**config.mk**
```make
export PLATFORM = sky130hd
export DESIGN_NAME = fsel_mux
export DESIGN_NICKNAME = d
export VERILOG_FILES = /design/src/fsel_pkg.sv /design/src/fsel_sync_if.sv /design/src/fsel_sync.sv /design/src/fsel_mux.sv
export VERILOG_INCLUDE_DIRS = /design/src
export SDC_FILE = /design/constraint.sdc
export NUM_CORES = 1
export LEC_CHECK = 0
export ABC_CLOCK_PERIOD_IN_PS = 1300
export BUFFER_PORTS_ARGS = -buffer_cell sky130_fd_sc_hd__buf_4
export CAP_MARGIN = 20
export CORE_UTILIZATION = 38
export DETAILED_ROUTE_END_ITERATION = 10
export SLEW_MARGIN = 20
export SYNTH_ARGS = -nofsm -noshare
export SYNTH_HDL_FRONTEND = slang
export SYNTH_SLANG_ARGS = --single-unit
```
**constraint.sdc**
```tcl
create_clock -name clk_sys_i -period 1.3 [get_ports clk_sys_i]
set_input_delay 0.13 -clock clk_sys_i [delete_from_list [all_inputs] [get_ports clk_sys_i]]
set_output_delay 0.13 -clock clk_sys_i [all_outputs]
set_load 0.005 [all_outputs]
```
**src/fsel_map.svh**
```systemverilog
/*
  Constants for the four-to-one select multiplexer: widths, reset values
  and the fixed latency figures of the synchronised datapath.
  Assumes inclusion by bare name from every file that needs the values.
*/
`ifndef FSEL_MAP_SVH
`define FSEL_MAP_SVH

// Channel counts the block can be built for
`define FSEL_CH_NARROW     4
`define FSEL_CH_WIDE       8

// Select widths that go with each channel count
`define FSEL_SEL_NARROW    2
`define FSEL_SEL_WIDE      3

// Synchroniser depth on every pin input
`define FSEL_SYNC_STAGES   2

// Reset levels of the output and the input history
`define FSEL_OUT_RST       1'b0
`define FSEL_PIN_RST       1'b0

// Clock period in ns and edges from a stable pin change to the output
`define FSEL_CLK_PERIOD_NS 25
`define FSEL_LATENCY_EDGES 4

`endif

```
**src/fsel_pkg.sv**
```systemverilog
/*
  Types shared by the four-to-one select multiplexer modules.
  Assumes fsel_map.svh is available for the numeric constants.
*/
`default_nettype none

package fsel_pkg;

  // Update sequencer states
  typedef enum logic [0:0] {
    FSEL_ST_IDLE,
    FSEL_ST_EVAL
  } fsel_state_e;

  // Widest select code the block can carry
  typedef logic [2:0] fsel_sel_t;

endpackage : fsel_pkg

`default_nettype wire

```
**src/fsel_sync_if.sv**
```systemverilog
/*
  Carrier between the multiplexer core and its input synchroniser:
  raw pin levels in, clock-aligned levels out.
  Assumes both ends run on the same system clock.
*/
`timescale 1ns/100ps
`default_nettype none

interface fsel_sync_if #(
  parameter int unsigned WIDTH = 6
);

  logic [WIDTH-1:0] raw;
  logic [WIDTH-1:0] sync;

  // Synchroniser end
  modport syncer (
    input  raw,
    output sync
  );

  // Core end
  modport user (
    output raw,
    input  sync
  );

endinterface : fsel_sync_if

`default_nettype wire

```
**src/fsel_sync.sv**
```systemverilog
/*
  Two-flop synchroniser, one chain per pin.
  Assumes raw levels are asynchronous to clk_sys_i and carry no glitch
  that must be seen; a pulse shorter than a clock may be missed.
*/
`timescale 1ns/100ps
`default_nettype none

`include "fsel_map.svh"

module fsel_sync #(
  parameter int unsigned WIDTH = 6
) (
  input  wire logic       clk_sys_i,
  input  wire logic       sys_rst_i,
  fsel_sync_if.syncer     sync_if
);

  logic [WIDTH-1:0] meta_q;
  logic [WIDTH-1:0] stab_q;

  // One chain per bit; the first stage feeds only the second
  genvar gi;
  generate
    for (gi = 0; gi < WIDTH; gi++) begin : g_chain
      always_ff @(posedge clk_sys_i) begin
        if (sys_rst_i) begin
          meta_q[gi] <= `FSEL_PIN_RST;
          stab_q[gi] <= `FSEL_PIN_RST;
        end else begin
          meta_q[gi] <= sync_if.raw[gi];
          stab_q[gi] <= meta_q[gi];
        end
      end
    end
  endgenerate

  assign sync_if.sync = stab_q;

endmodule : fsel_sync

`default_nettype wire

```
**src/fsel_mux.sv**
```systemverilog
/*
  Four-to-one (optionally eight-to-one) select multiplexer with a
  registered output. Channel and select pins are synchronised, any change
  on any of them starts a re-evaluation, and the output follows the
  selected channel four edges later, three for each further change on consecutive cycles.
  Assumes all pins are driven by outside logic asynchronous to clk_sys_i;
  the upper channels and top select bit are ignored in four-channel builds.
*/
`timescale 1ns/100ps
`default_nettype none

`include "fsel_map.svh"

// Functional notes
// RULE1: Selects both low: output follows channel zero.
// RULE2: High select low, low select high: output follows channel one.
// RULE3: High select high, low select low: output follows channel two.
// RULE4: Selects both high: output follows channel three.
// RULE5: Any channel or select change re-evaluates the output.
// RULE6: Four channel inputs, two selects, one output.
// RULE7: Eight-channel build uses three selects, same binary scheme.
// RULE8: Inputs synchronised, output registered, fixed small latency; code takes four edges, three for further changes on consecutive cycles.
module fsel_mux #(
  parameter int unsigned NUM_CH = `FSEL_CH_NARROW
) (
  // Clock and reset
  input  wire logic       clk_sys_i,
  input  wire logic       sys_rst_i,
  // Channel and select pins, all asynchronous levels
  input  wire logic       channel_in_zero_i,
  input  wire logic       channel_in_one_i,
  input  wire logic       channel_in_two_i,
  input  wire logic       channel_in_three_i,
  input  wire logic [3:0] channel_in_upper_i,
  input  wire logic       select_low_bit_i,
  input  wire logic       select_high_bit_i,
  input  wire logic       select_top_bit_i,
  // Selected level and status, all straight from flops
  output logic            mux_out_o,
  output logic            mux_upd_o,
  output logic            mux_busy_o,
  output logic [2:0]      mux_sel_o
);

  // Select width follows the channel count
  // Four channels need two select bits, eight need three
  localparam int unsigned SEL_W = (NUM_CH == `FSEL_CH_WIDE) ? `FSEL_SEL_WIDE : `FSEL_SEL_NARROW;
  localparam int unsigned PIN_W = NUM_CH + SEL_W;

  // Only the two documented widths have a selection scheme
  generate
    if (NUM_CH != `FSEL_CH_NARROW && NUM_CH != `FSEL_CH_WIDE) begin : g_bad_width
      $error("fsel_mux: NUM_CH must be 4 or 8");
    end
  endgenerate

  // The fixed latency rests on two sync flops, one sequencer edge
  // and one output edge; a deeper chain would break that figure.
  // Refused here rather than left to a late surprise downstream
  generate
    if (`FSEL_SYNC_STAGES != 2) begin : g_bad_sync
      $error("fsel_mux: the synchroniser is built two flops deep");
    end
    if (`FSEL_LATENCY_EDGES != `FSEL_SYNC_STAGES + 2) begin : g_bad_lat
      $error("fsel_mux: latency figure does not match the datapath");
    end
  endgenerate

  // Gathered pin levels: channels low, selects above
  logic [NUM_CH-1:0]   chan_raw;
  logic [SEL_W-1:0]    sel_raw;
  logic [NUM_CH-1:0]   chan_s;
  logic [SEL_W-1:0]    sel_s;
  logic [PIN_W-1:0]    pins_s;

  // History and sequencer state
  logic [PIN_W-1:0]    prev_q;
  logic                pins_changed;
  fsel_pkg::fsel_state_e state_q;
  fsel_pkg::fsel_state_e state_d;

  // Output stage
  // Status outputs are extras for observing the sequencer
  logic [NUM_CH-1:0]   chan_hit;
  genvar               ci;
  logic                pick;
  logic                out_q;
  logic                out_d;
  logic                upd_q;
  logic                busy_q;
  fsel_pkg::fsel_sel_t sel_q;
  fsel_pkg::fsel_sel_t sel_wide;

  fsel_sync_if #(.WIDTH(PIN_W)) pin_if ();

  // Channel vector and select code, bit 0 is the low select
  generate
    if (NUM_CH == `FSEL_CH_WIDE) begin : g_wide
      assign chan_raw = {channel_in_upper_i, channel_in_three_i, channel_in_two_i,
                         channel_in_one_i, channel_in_zero_i};                 // see RULE7
      assign sel_raw  = {select_top_bit_i, select_high_bit_i, select_low_bit_i}; // see RULE7
    end else begin : g_narrow
      assign chan_raw = {channel_in_three_i, channel_in_two_i,
                         channel_in_one_i, channel_in_zero_i};                 // see RULE6
      assign sel_raw  = {select_high_bit_i, select_low_bit_i};                 // see RULE6
    end
  endgenerate

  // Every pin passes two flops before the core looks at it
  assign pin_if.raw = {sel_raw, chan_raw};                                     // see RULE8

  fsel_sync #(
    .WIDTH(PIN_W)
  ) i_fsel_sync (
    .clk_sys_i (clk_sys_i),
    .sys_rst_i (sys_rst_i),
    .sync_if   (pin_if)
  );

  assign pins_s = pin_if.sync;
  assign chan_s = pins_s[NUM_CH-1:0];
  assign sel_s  = pins_s[PIN_W-1:NUM_CH];

  // Binary select: 00 zero, 01 one, 10 two, 11 three (and on to seven)
  // Per-channel hit keeps the decode flat for the eight-channel build
  generate
    for (ci = 0; ci < NUM_CH; ci++) begin : g_hit
      assign chan_hit[ci] = (sel_s == SEL_W'(ci)) && chan_s[ci];   // see RULE1 see RULE2 see RULE3 see RULE4
    end
  endgenerate

  assign pick  = |chan_hit;
  assign out_d = (state_q == fsel_pkg::FSEL_ST_EVAL) ? pick : out_q;

  // Select code widened for the status output
  assign sel_wide = fsel_pkg::fsel_sel_t'(sel_s);

  // Any difference against last cycle, channel or select, counts
  assign pins_changed = (pins_s != prev_q);                                    // see RULE5

  // Edge walk for one pin change, counted from the edge that samples it:
  //   edge 1  first synchroniser flop takes the new level
  //   edge 2  second flop holds it; the history compare sees a difference
  //   edge 3  sequencer enters evaluation, busy rises with it
  //   edge 4  output and update pulse register the selected level
  // Changes on consecutive cycles keep the sequencer evaluating, so the
  // output registers each further sampled value one edge sooner, at edge 3.

  // A change seen during evaluation queues another pass, so none is lost
  always_comb begin
    state_d = state_q;
    case (state_q)
      fsel_pkg::FSEL_ST_IDLE: begin
        if (pins_changed) begin
          state_d = fsel_pkg::FSEL_ST_EVAL;                                    // see RULE5
        end
      end
      fsel_pkg::FSEL_ST_EVAL: begin
        if (pins_changed) begin
          state_d = fsel_pkg::FSEL_ST_EVAL;
        end else begin
          state_d = fsel_pkg::FSEL_ST_IDLE;
        end
      end
      default: begin
        state_d = fsel_pkg::FSEL_ST_IDLE;
      end
    endcase
  end

  // Input history, reset to the synchroniser reset level
  // Non-zero pins at release differ from it, so a first pass runs
  always_ff @(posedge clk_sys_i) begin
    if (sys_rst_i) begin
      prev_q <= {PIN_W{`FSEL_PIN_RST}};
    end else begin
      prev_q <= pins_s;
    end
  end

  // Sequencer
  always_ff @(posedge clk_sys_i) begin
    if (sys_rst_i) begin
      state_q <= fsel_pkg::FSEL_ST_IDLE;
    end else begin
      state_q <= state_d;
    end
  end

  // Registered output; holds between evaluations like a latched pin
  always_ff @(posedge clk_sys_i) begin
    if (sys_rst_i) begin
      out_q <= `FSEL_OUT_RST;
    end else begin
      out_q <= out_d;                                                          // see RULE8
    end
  end

  // Status: update pulse, busy level and the select in force
  // Busy follows the next state, so it leads the update pulse by one edge
  always_ff @(posedge clk_sys_i) begin
    if (sys_rst_i) begin
      upd_q  <= 1'b0;
      busy_q <= 1'b0;
      sel_q  <= 3'h0;
    end else begin
      upd_q  <= (state_q == fsel_pkg::FSEL_ST_EVAL);
      busy_q <= (state_d == fsel_pkg::FSEL_ST_EVAL);
      sel_q  <= sel_wide;
    end
  end

  assign mux_out_o  = out_q;
  assign mux_upd_o  = upd_q;
  assign mux_busy_o = busy_q;
  assign mux_sel_o  = sel_q;

endmodule : fsel_mux

`default_nettype wire

```
### After elaboration in Yosys (flattened, before gate mapping)

Cells that the tools add are included.

| storage, ports and cells | value |
|---|---|
| flip-flop bits (word level) | 24 |
| input bits | 13 |
| logic and storage cells | 29 |

| operators by class | value |
|---|---|
| eq/ne operators | 4 |
| muxes and demuxes | 1 |
| reductions and logical operators | 6 |

Operators by type and width:

| operator | number |
|---|---|
| != test 6 bit | 1 |
| == test 2 bit (second input constant) | 2 |
| logical AND 1 bit | 4 |
| OR reduction 4 bit | 1 |
| == test 2 x 1 -> 1 bit (second input constant) | 1 |
| zero test 2 bit | 1 |
| two-way mux 1 bit | 1 |

### Depth between registers and ports, before layout

Gate-level depths: netlist of the first run.

| logic depth | value |
|---|---|
| depth in word-level cells | 3 |
| depth in mapped cells | 3 |
| gate-level depth less buffers | 3 |

### Modules after synthesis

From an unflattened synthesis of the first run, not the netlist that was laid out.

| second synthesis, totals | value |
|---|---|
| cell total of the unflattened synthesis | 56 |
| area total of the unflattened synthesis | 718.2 um^2 |

By module, submodules not included:

| module | times used | cells each | area an instance (um^2) |
|---|---|---|---|
| fsel_sync | 1 | 25 | 366.6 |
| fsel_mux | 1 | 31 | 351.6 |

### Worst setup path after synthesis of the first run

Ideal clock, no wire load.

| timing | value |
|---|---|
| path kind | register to register |
| start | reg i_fsel_sync.stab_q[4], in the netlist i_fsel_sync.sync_if.sync[4] |
| end | reg out_q, in the netlist mux_out_o |
| setup time | 114 ps |
| data arrival time | 1013 ps |
| slack | 172 ps |
| stages on the path, launching flop included | 4 |
| cells stage by stage | dfxtp_1 -> mux4_2 -> mux2i_1 -> nor2_1 |

| between the ends | value |
|---|---|
| longest elaborated chain between the ends | 3 |
| elaborated cells between the ends (all ways) | 9 |
| classes of those cells | 3 x eq/ne; 6 x reduce/logical |

Ends and longest elaborated chain:

| what | line | RTL |
|---|---|---|
| from (decl) | fsel_sync.sv:20 | `logic [WIDTH-1:0] stab_q;` |
| from (signal, indexed assignment) | fsel_sync.sv:29 | `` stab_q[gi] <= `FSEL_PIN_RST; `` |
| from (signal, indexed assignment) | fsel_sync.sv:32 | `stab_q[gi] <= meta_q[gi];` |
| == test 2 x 1 -> 1 bit, or another cell as far along | fsel_mux.sv:128 | `assign chan_hit[ci] = (sel_s == SEL_W'(ci)) && chan_s[ci];` |
| logical AND 1 bit | fsel_mux.sv:128 |  |
| OR reduction 4 bit (*) | fsel_mux.sv:132 | `assign pick = \|chan_hit;` |
| to (signal assigned) | fsel_mux.sv:193 | `` out_q <= `FSEL_OUT_RST; `` |
| to (signal assigned) | fsel_mux.sv:195 | `out_q <= out_d;` |
| to (decl) | fsel_mux.sv:87 | `logic out_q;` |

Every way passes the cells marked *; elsewhere a longest branch is shown, timed or not.
A chain may end at the register's enable or synchronous reset.

### Final worst setup path of the first run

Same ends and word-level chain as after synthesis.

==> results of run 1 <==
[how the worst min path moves through the flow]
| stage | to | startpoint | cells past startpoint | slack (ns) |
|---|---|---|---|---|
| detailed placement | i_fsel_sync.meta_q[4] | select_low_bit_i | 2 | 0.34 |
| global placement | i_fsel_sync.meta_q[0] | channel_in_zero_i | 2 | 0.34 |
| global route | i_fsel_sync.meta_q[3] | channel_in_three_i | 2 | 0.01 |
| finish | i_fsel_sync.meta_q[4] | select_low_bit_i | 2 | 0.04 |
| CTS | i_fsel_sync.meta_q[3] | channel_in_three_i | 2 | 0.02 |
| floorplan | prev_q[3] | sys_rst_i | 1 | 0.20 |
[layer usage]
metal | global-route usage, % | vias to the layer above
met2 | 15.3 | 9
met4 | 7.27 | 0
met1 | 10.2 | 162
met3 | 3.67 | 0
met5 | 0 | -
li1 | - | 195
[layout make-up]
type                            instances  area (um2)  area share [%]
Multi-Input combinational cell         31         226            28.5
Timing Repair Buffer                   12        90.1            11.3
Tap cell                               24        30.0            3.78
Clock inverter                          1        5.00           0.630
Clock buffer                            3        22.5            2.83
Sequential cell                        21         420            52.9
[synthesized netlist by cell type (all sizes together)]
library cell	count
dfxtp	21
nor2b	19
xor2	4
buf	3
clkbuf	2
xnor2	2
a31oi	1
conb	1
mux2i	1
mux4	1
nor2	1
nor4	1
[worst reg2reg max path, cell delays in order (launching register included)]
cell	delay (ns)
dfxtp_1	0.39
mux4_2	0.51
mux2i_1	0.14
nor2_1	0.05
[power by group through the flow]
| stage | combinational (uW) | clock, uW | sequential (uW) |
|---|---|---|---|
| after floorplan | 48.1 | 0 | 700 |
| after global placement | 74.8 | 0 | 701 |
| after detailed placement | 75.5 | 0 | 702 |
| after CTS | 75.7 | 317 | 687 |
| after global routing | 83.1 | 344 | 691 |
| final | 74.2 | 296 | 686 |
[metrics by stage]
step | power [uW] | util, %
2_1_floorplan | 748 | -
5_1_grt | 1120 | 49.8
3_5_place_dp | 777 | 48.1
6_report | 1060 | 49.8
3_3_place_gp | 776 | 48.1
4_1_cts | 1080 | 49.8
[sequential cells by signal, indices dropped and copies added, names as in the netlist]
| name | count |
|---|---|
| mux_out_o | 1 |
| i_fsel_sync.sync_if.sync | 6 |
| mux_upd_o | 1 |
| i_fsel_sync.meta_q | 6 |
| mux_busy_o | 1 |
| prev_q | 6 |
[logic make-up (layout without fill, tap and decap cells)]
group           Yosys count  in the layout  share of synthesized area (%)
compound gates            1              1                          0.920
xor+xnor                  6              6                           7.72
buf+inv                   5             16                           4.96
flops                    21             21                           61.8
mux                       2              2                           4.78
other cells               1              1                          0.551
simple gates             21             21                           19.3
==> results_dict.tcl, run 1 <==
set metrics [dict create \
    outcome "completed" \
    root_buffer "clkbuf_4" \
    reg2reg_to "mux_out_o" \
    path_clk_slew_ns 0.11 \
    yosys-top-cells-area "dfxtp_1 (62%), nor2b_1 (17%), xor2_1 (5.1%), buf_4 (3.3%), mux4_2 (3.3%)" \
    grt_pass1_wl_mm 1.32 \
    irDropWorstVdd_mv 0.768 \
    sw_frac_of_total_pct 20.9 \
    cp_max_fo 3 \
    path_class "flip-flop to flip-flop" \
    internal_power_uw 836 \
    min_path_type "input pin to flip-flop" \
    grtUsageTotal_pct 9.60 \
    grt_max_degree 22 \
    instances_no_fill 92 \
    ctsHoldBuffers 0 \
    drc_errors 0 \
    p_per_area_nw_per_um2 1330 \
    synth_top_area_cell "dfxtp_1" \
    rsz0062_at_grt "false" \
    num_antenna_cells 0 \
    worst-path-stages 3 \
    final_common_cell "dfxtp_1" \
    cts_resized 0 \
    wl_met1_um 377 \
    setup_slack_ns 0.113 \
    fin_skew_ns 0.00244 \
    synth-seq-cells 21 \
    start_util_pct 42.7 \
    routedWlPerCell_um 8.18 \
    htree_levels 1 \
    place_congestion 0.657 \
    final_cell_mix "dfxtp_1 (21), nor2b_1 (18), buf_4 (12)" \
    start_kind "flip-flop" \
    power.share.clock_pct 28.0 \
    p_seq_share_pct 64.9 \
    ctsLongestPathBuffers 2 \
    synth_nets 70 \
    syn_area_um2 681 \
    critPathBufInv 0 \
    wl_met2_um 349 \
    rr_startpoint "i_fsel_sync.sync_if.sync[4]" \
    place_ws_ns 0.130 \
    syn2layout_area_growth_pct 16.7 \
    cp_data_arrival_time_ns 1.38 \
    ant_nets 0 \
    layout.nets 82 \
    layout_worst_path_cycle_share_pct 91.3 \
    cp-end-kind "flip-flop" \
    drtIter0Drc 4 \
    rows 14 \
    crit_family "multiplexers" \
    hold_viol 0 \
    nFillCells 143 \
    design.core.area_um2 1590 \
    cts_num_sinks 21 \
    max_freq_mhz 843 \
    critPathMaxStageDelay_ns 0.51 \
    r2r_cells 3 \
    timing.critical_path.to "mux_out_o" \
    cts_tree "done" \
    crit_start "i_fsel_sync.sync_if.sync[4]" \
    grt_overflow 0 \
    placed_cells 88 \
    netSwitchingPower_uw 221 \
    vias 366 \
    grt_pass1_vias 343 \
    cts_buffers 3 \
    ys_types 14 \
    die_area_um2 1960 \
    die_y_um 44.3 \
    io_pins 19 \
    place_area_um2 767 \
    wirelength_um 753 \
    setup_viol 0 \
    antenna_found_initial 0 \
    die_w_um 44.3 \
    synth_top_area_share_pct 61.8 \
    timing.hold.ws_ns 0.0373 \
    clkLatencyLatePin_ns 0.29 \
    slowest_stage "mux4_2" \
    comb_power_share_pct 7.0 \
    final_layout_size_suffix_gt1_share_pct 26.5 \
    dr.pass1.iters 2 \
    syn-instance-count 57 \
    rrSetupSlack_ns 0.11 \
    vias_per_cell 3.98 \
    synth_area_per_cell_um2 11.9 \
    yosysWarnings 0 \
    p_leak_uw 0.000345 \
    io_buffers 12 \
    path_cells "mux4_2, mux2i_1, nor2_1" \
    postCtsSetupRepairBufs 0 \
    fin_crit_ns 1.19 \
    seq_area_frac_synth_pct 61.8 \
    drv_cap 0 \
    final_area_um2 795 \
    tns_ns 0 \
    highest_layer "met3" \
    met3_length_um 26 \
    maxSlewViolCount 0 \
    required_ns 1.49 \
]
Note: power is estimated with default switching activity, not from simulation.
==> run 2, diff against run 1 <==
--- a/config.mk
+++ b/config.mk
@@ -11,6 +11,7 @@
 export CAP_MARGIN = 20
 export CORE_UTILIZATION = 38
 export DETAILED_ROUTE_END_ITERATION = 10
+export PLACE_DENSITY_LB_ADDON = 0.2
 export SLEW_MARGIN = 20
 export SYNTH_ARGS = -nofsm -noshare
 export SYNTH_HDL_FRONTEND = slang
==> results_dict.tcl, run 2 (synthesized netlist as in run 1, its figures left out) <==
set metrics [dict create \
    met2_usage_pct 15.6 \
    clkLatencyLatePin_ns 0.29 \
    die_y_um 44.3 \
    cts_buffers 3 \
    path_class "flip-flop to flip-flop" \
    dr.pass1.iters 2 \
    irDropWorstVdd_mv 0.996 \
    holdCritStartpoint "select_high_bit_i" \
    p_per_area_nw_per_um2 1330 \
    max_freq_mhz 841 \
    cts_resized 0 \
    rr_startpoint "i_fsel_sync.sync_if.sync[4]" \
    drc_errors 0 \
    die_w_um 44.3 \
    vias_per_cell 4.04 \
    htree_levels 1 \
    grtUsageTotal_pct 10.1 \
    final_layout_size_suffix_gt1_share_pct 25.0 \
    hold_end "i_fsel_sync.meta_q[5]" \
    hold_viol 0 \
    place_area_um2 767 \
    start_kind "flip-flop" \
    cts_num_sinks 21 \
    vias 372 \
    tns_ns 0 \
    num_antenna_cells 0 \
    r2r_cells 3 \
    start_util_pct 42.7 \
    io_buffers 12 \
    rows 14 \
    rsz0062_at_grt "false" \
    cts_tree "done" \
    routedWlPerCell_um 8.36 \
    cp_max_fo 3 \
    power.total_uw 1050 \
    layout_worst_path_cycle_share_pct 91.4 \
    cp-end-kind "flip-flop" \
    final_cell_mix "dfxtp_1 (21), nor2b_1 (18), buf_4 (12)" \
    die_area_um2 1960 \
    min_path_type "input pin to flip-flop" \
    hold_depth 2 \
    grt_pass1_vias 349 \
    drv_cap 0 \
    grt.busiest_layer "met2" \
    antenna_found_initial 0 \
    design.core.area_um2 1590 \
    placed_cells 88 \
    final_common_cell "dfxtp_1" \
    fin_skew_ns 0.00391 \
    ctsHoldBuffers 0 \
    root_buffer "clkbuf_4" \
    wirelength_um 769 \
    cp_data_arrival_time_ns 1.38 \
    p_leak_uw 0.000343 \
    setup_viol 0 \
    drtIter0Drc 1 \
    instances_no_fill 92 \
    maxSlewViolCount 0 \
    grt_max_degree 22 \
    fin_crit_ns 1.19 \
    postCtsSetupRepairBufs 0 \
    grt_overflow 0 \
    outcome "completed" \
    ant_nets 0 \
    required_ns 1.49 \
    path_clk_slew_ns 0.10 \
    grt_util_met3_pct 7.35 \
    rrSetupSlack_ns 0.11 \
    ctsLongestPathBuffers 2 \
    place_congestion 0.670 \
    grt_pass1_wl_mm 1.33 \
    io_pins 19 \
    use_met1_pct 9.84 \
    timing.hold.ws_ns 0.0361 \
    final_area_um2 793 \
    layout.nets 82 \
    reg2reg_to "mux_out_o" \
    syn2layout_area_growth_pct 16.5 \
]
[run 2: changes by cell type in the layout (fill, tap and decap cells not counted), sizes merged]
cell / previous run / this run
clkbuf: 3 / 4
clkinv: 1 / 0
[run 2: area by class of cell]
cell class	count	area, um2
clock buffers	4	26.3
fillers	161	801
multi-input cells	31	226
flip-flops and latches	21	420
well taps	24	30.0
repair buffers	12	90.1
[run 2: worst max-delay path, stage by stage, from the launching register on]
cell     delay, ns
dfxtp_1       0.39
mux4_2        0.51
mux2i_1       0.14
nor2_1        0.05
[run 2: worst max-delay path by stage]
stage / from / slack (ns) / endpoint / cells past startpoint
finish: i_fsel_sync.sync_if.sync[4] / 0.11 / mux_out_o / 3
global route: i_fsel_sync.sync_if.sync[4] / 0.04 / mux_out_o / 3
CTS: i_fsel_sync.sync_if.sync[4] / 0.11 / mux_out_o / 3
detailed placement: i_fsel_sync.sync_if.sync[4] / 0.13 / mux_out_o / 3
global placement: i_fsel_sync.sync_if.sync[4] / 0.12 / mux_out_o / 3
floorplan: i_fsel_sync.sync_if.sync[4] / 0.17 / mux_out_o / 3
[run 2: per-layer routing]
| layer | wire length [um] | part of all wire [%] |
|---|---|---|
| met5 | 0 | 0 |
| met1 | 333 | 43 |
| met3 | 60 | 7.8 |
| met2 | 375 | 49 |
| met4 | 0 | 0 |
[run 2: stage by stage]
stage / utilization, % / worst slack [ns]
2_1_floorplan: - / 0.172
4_1_cts: 49.8 / 0.108
3_5_place_dp: 48.1 / 0.128
5_1_grt: 49.8 / 0.0415
3_3_place_gp: 48.1 / 0.125
6_report: 49.8 / 0.111
[run 2: where the power goes]
group	switching, uW	internal, uW	leakage, uW	total [uW]
registers	13.9	672	0.000173	686
logic	25.2	49.0	0.000155	74.2
clock network	172	119	0.0000150	291
total	211	841	0.000343	1050
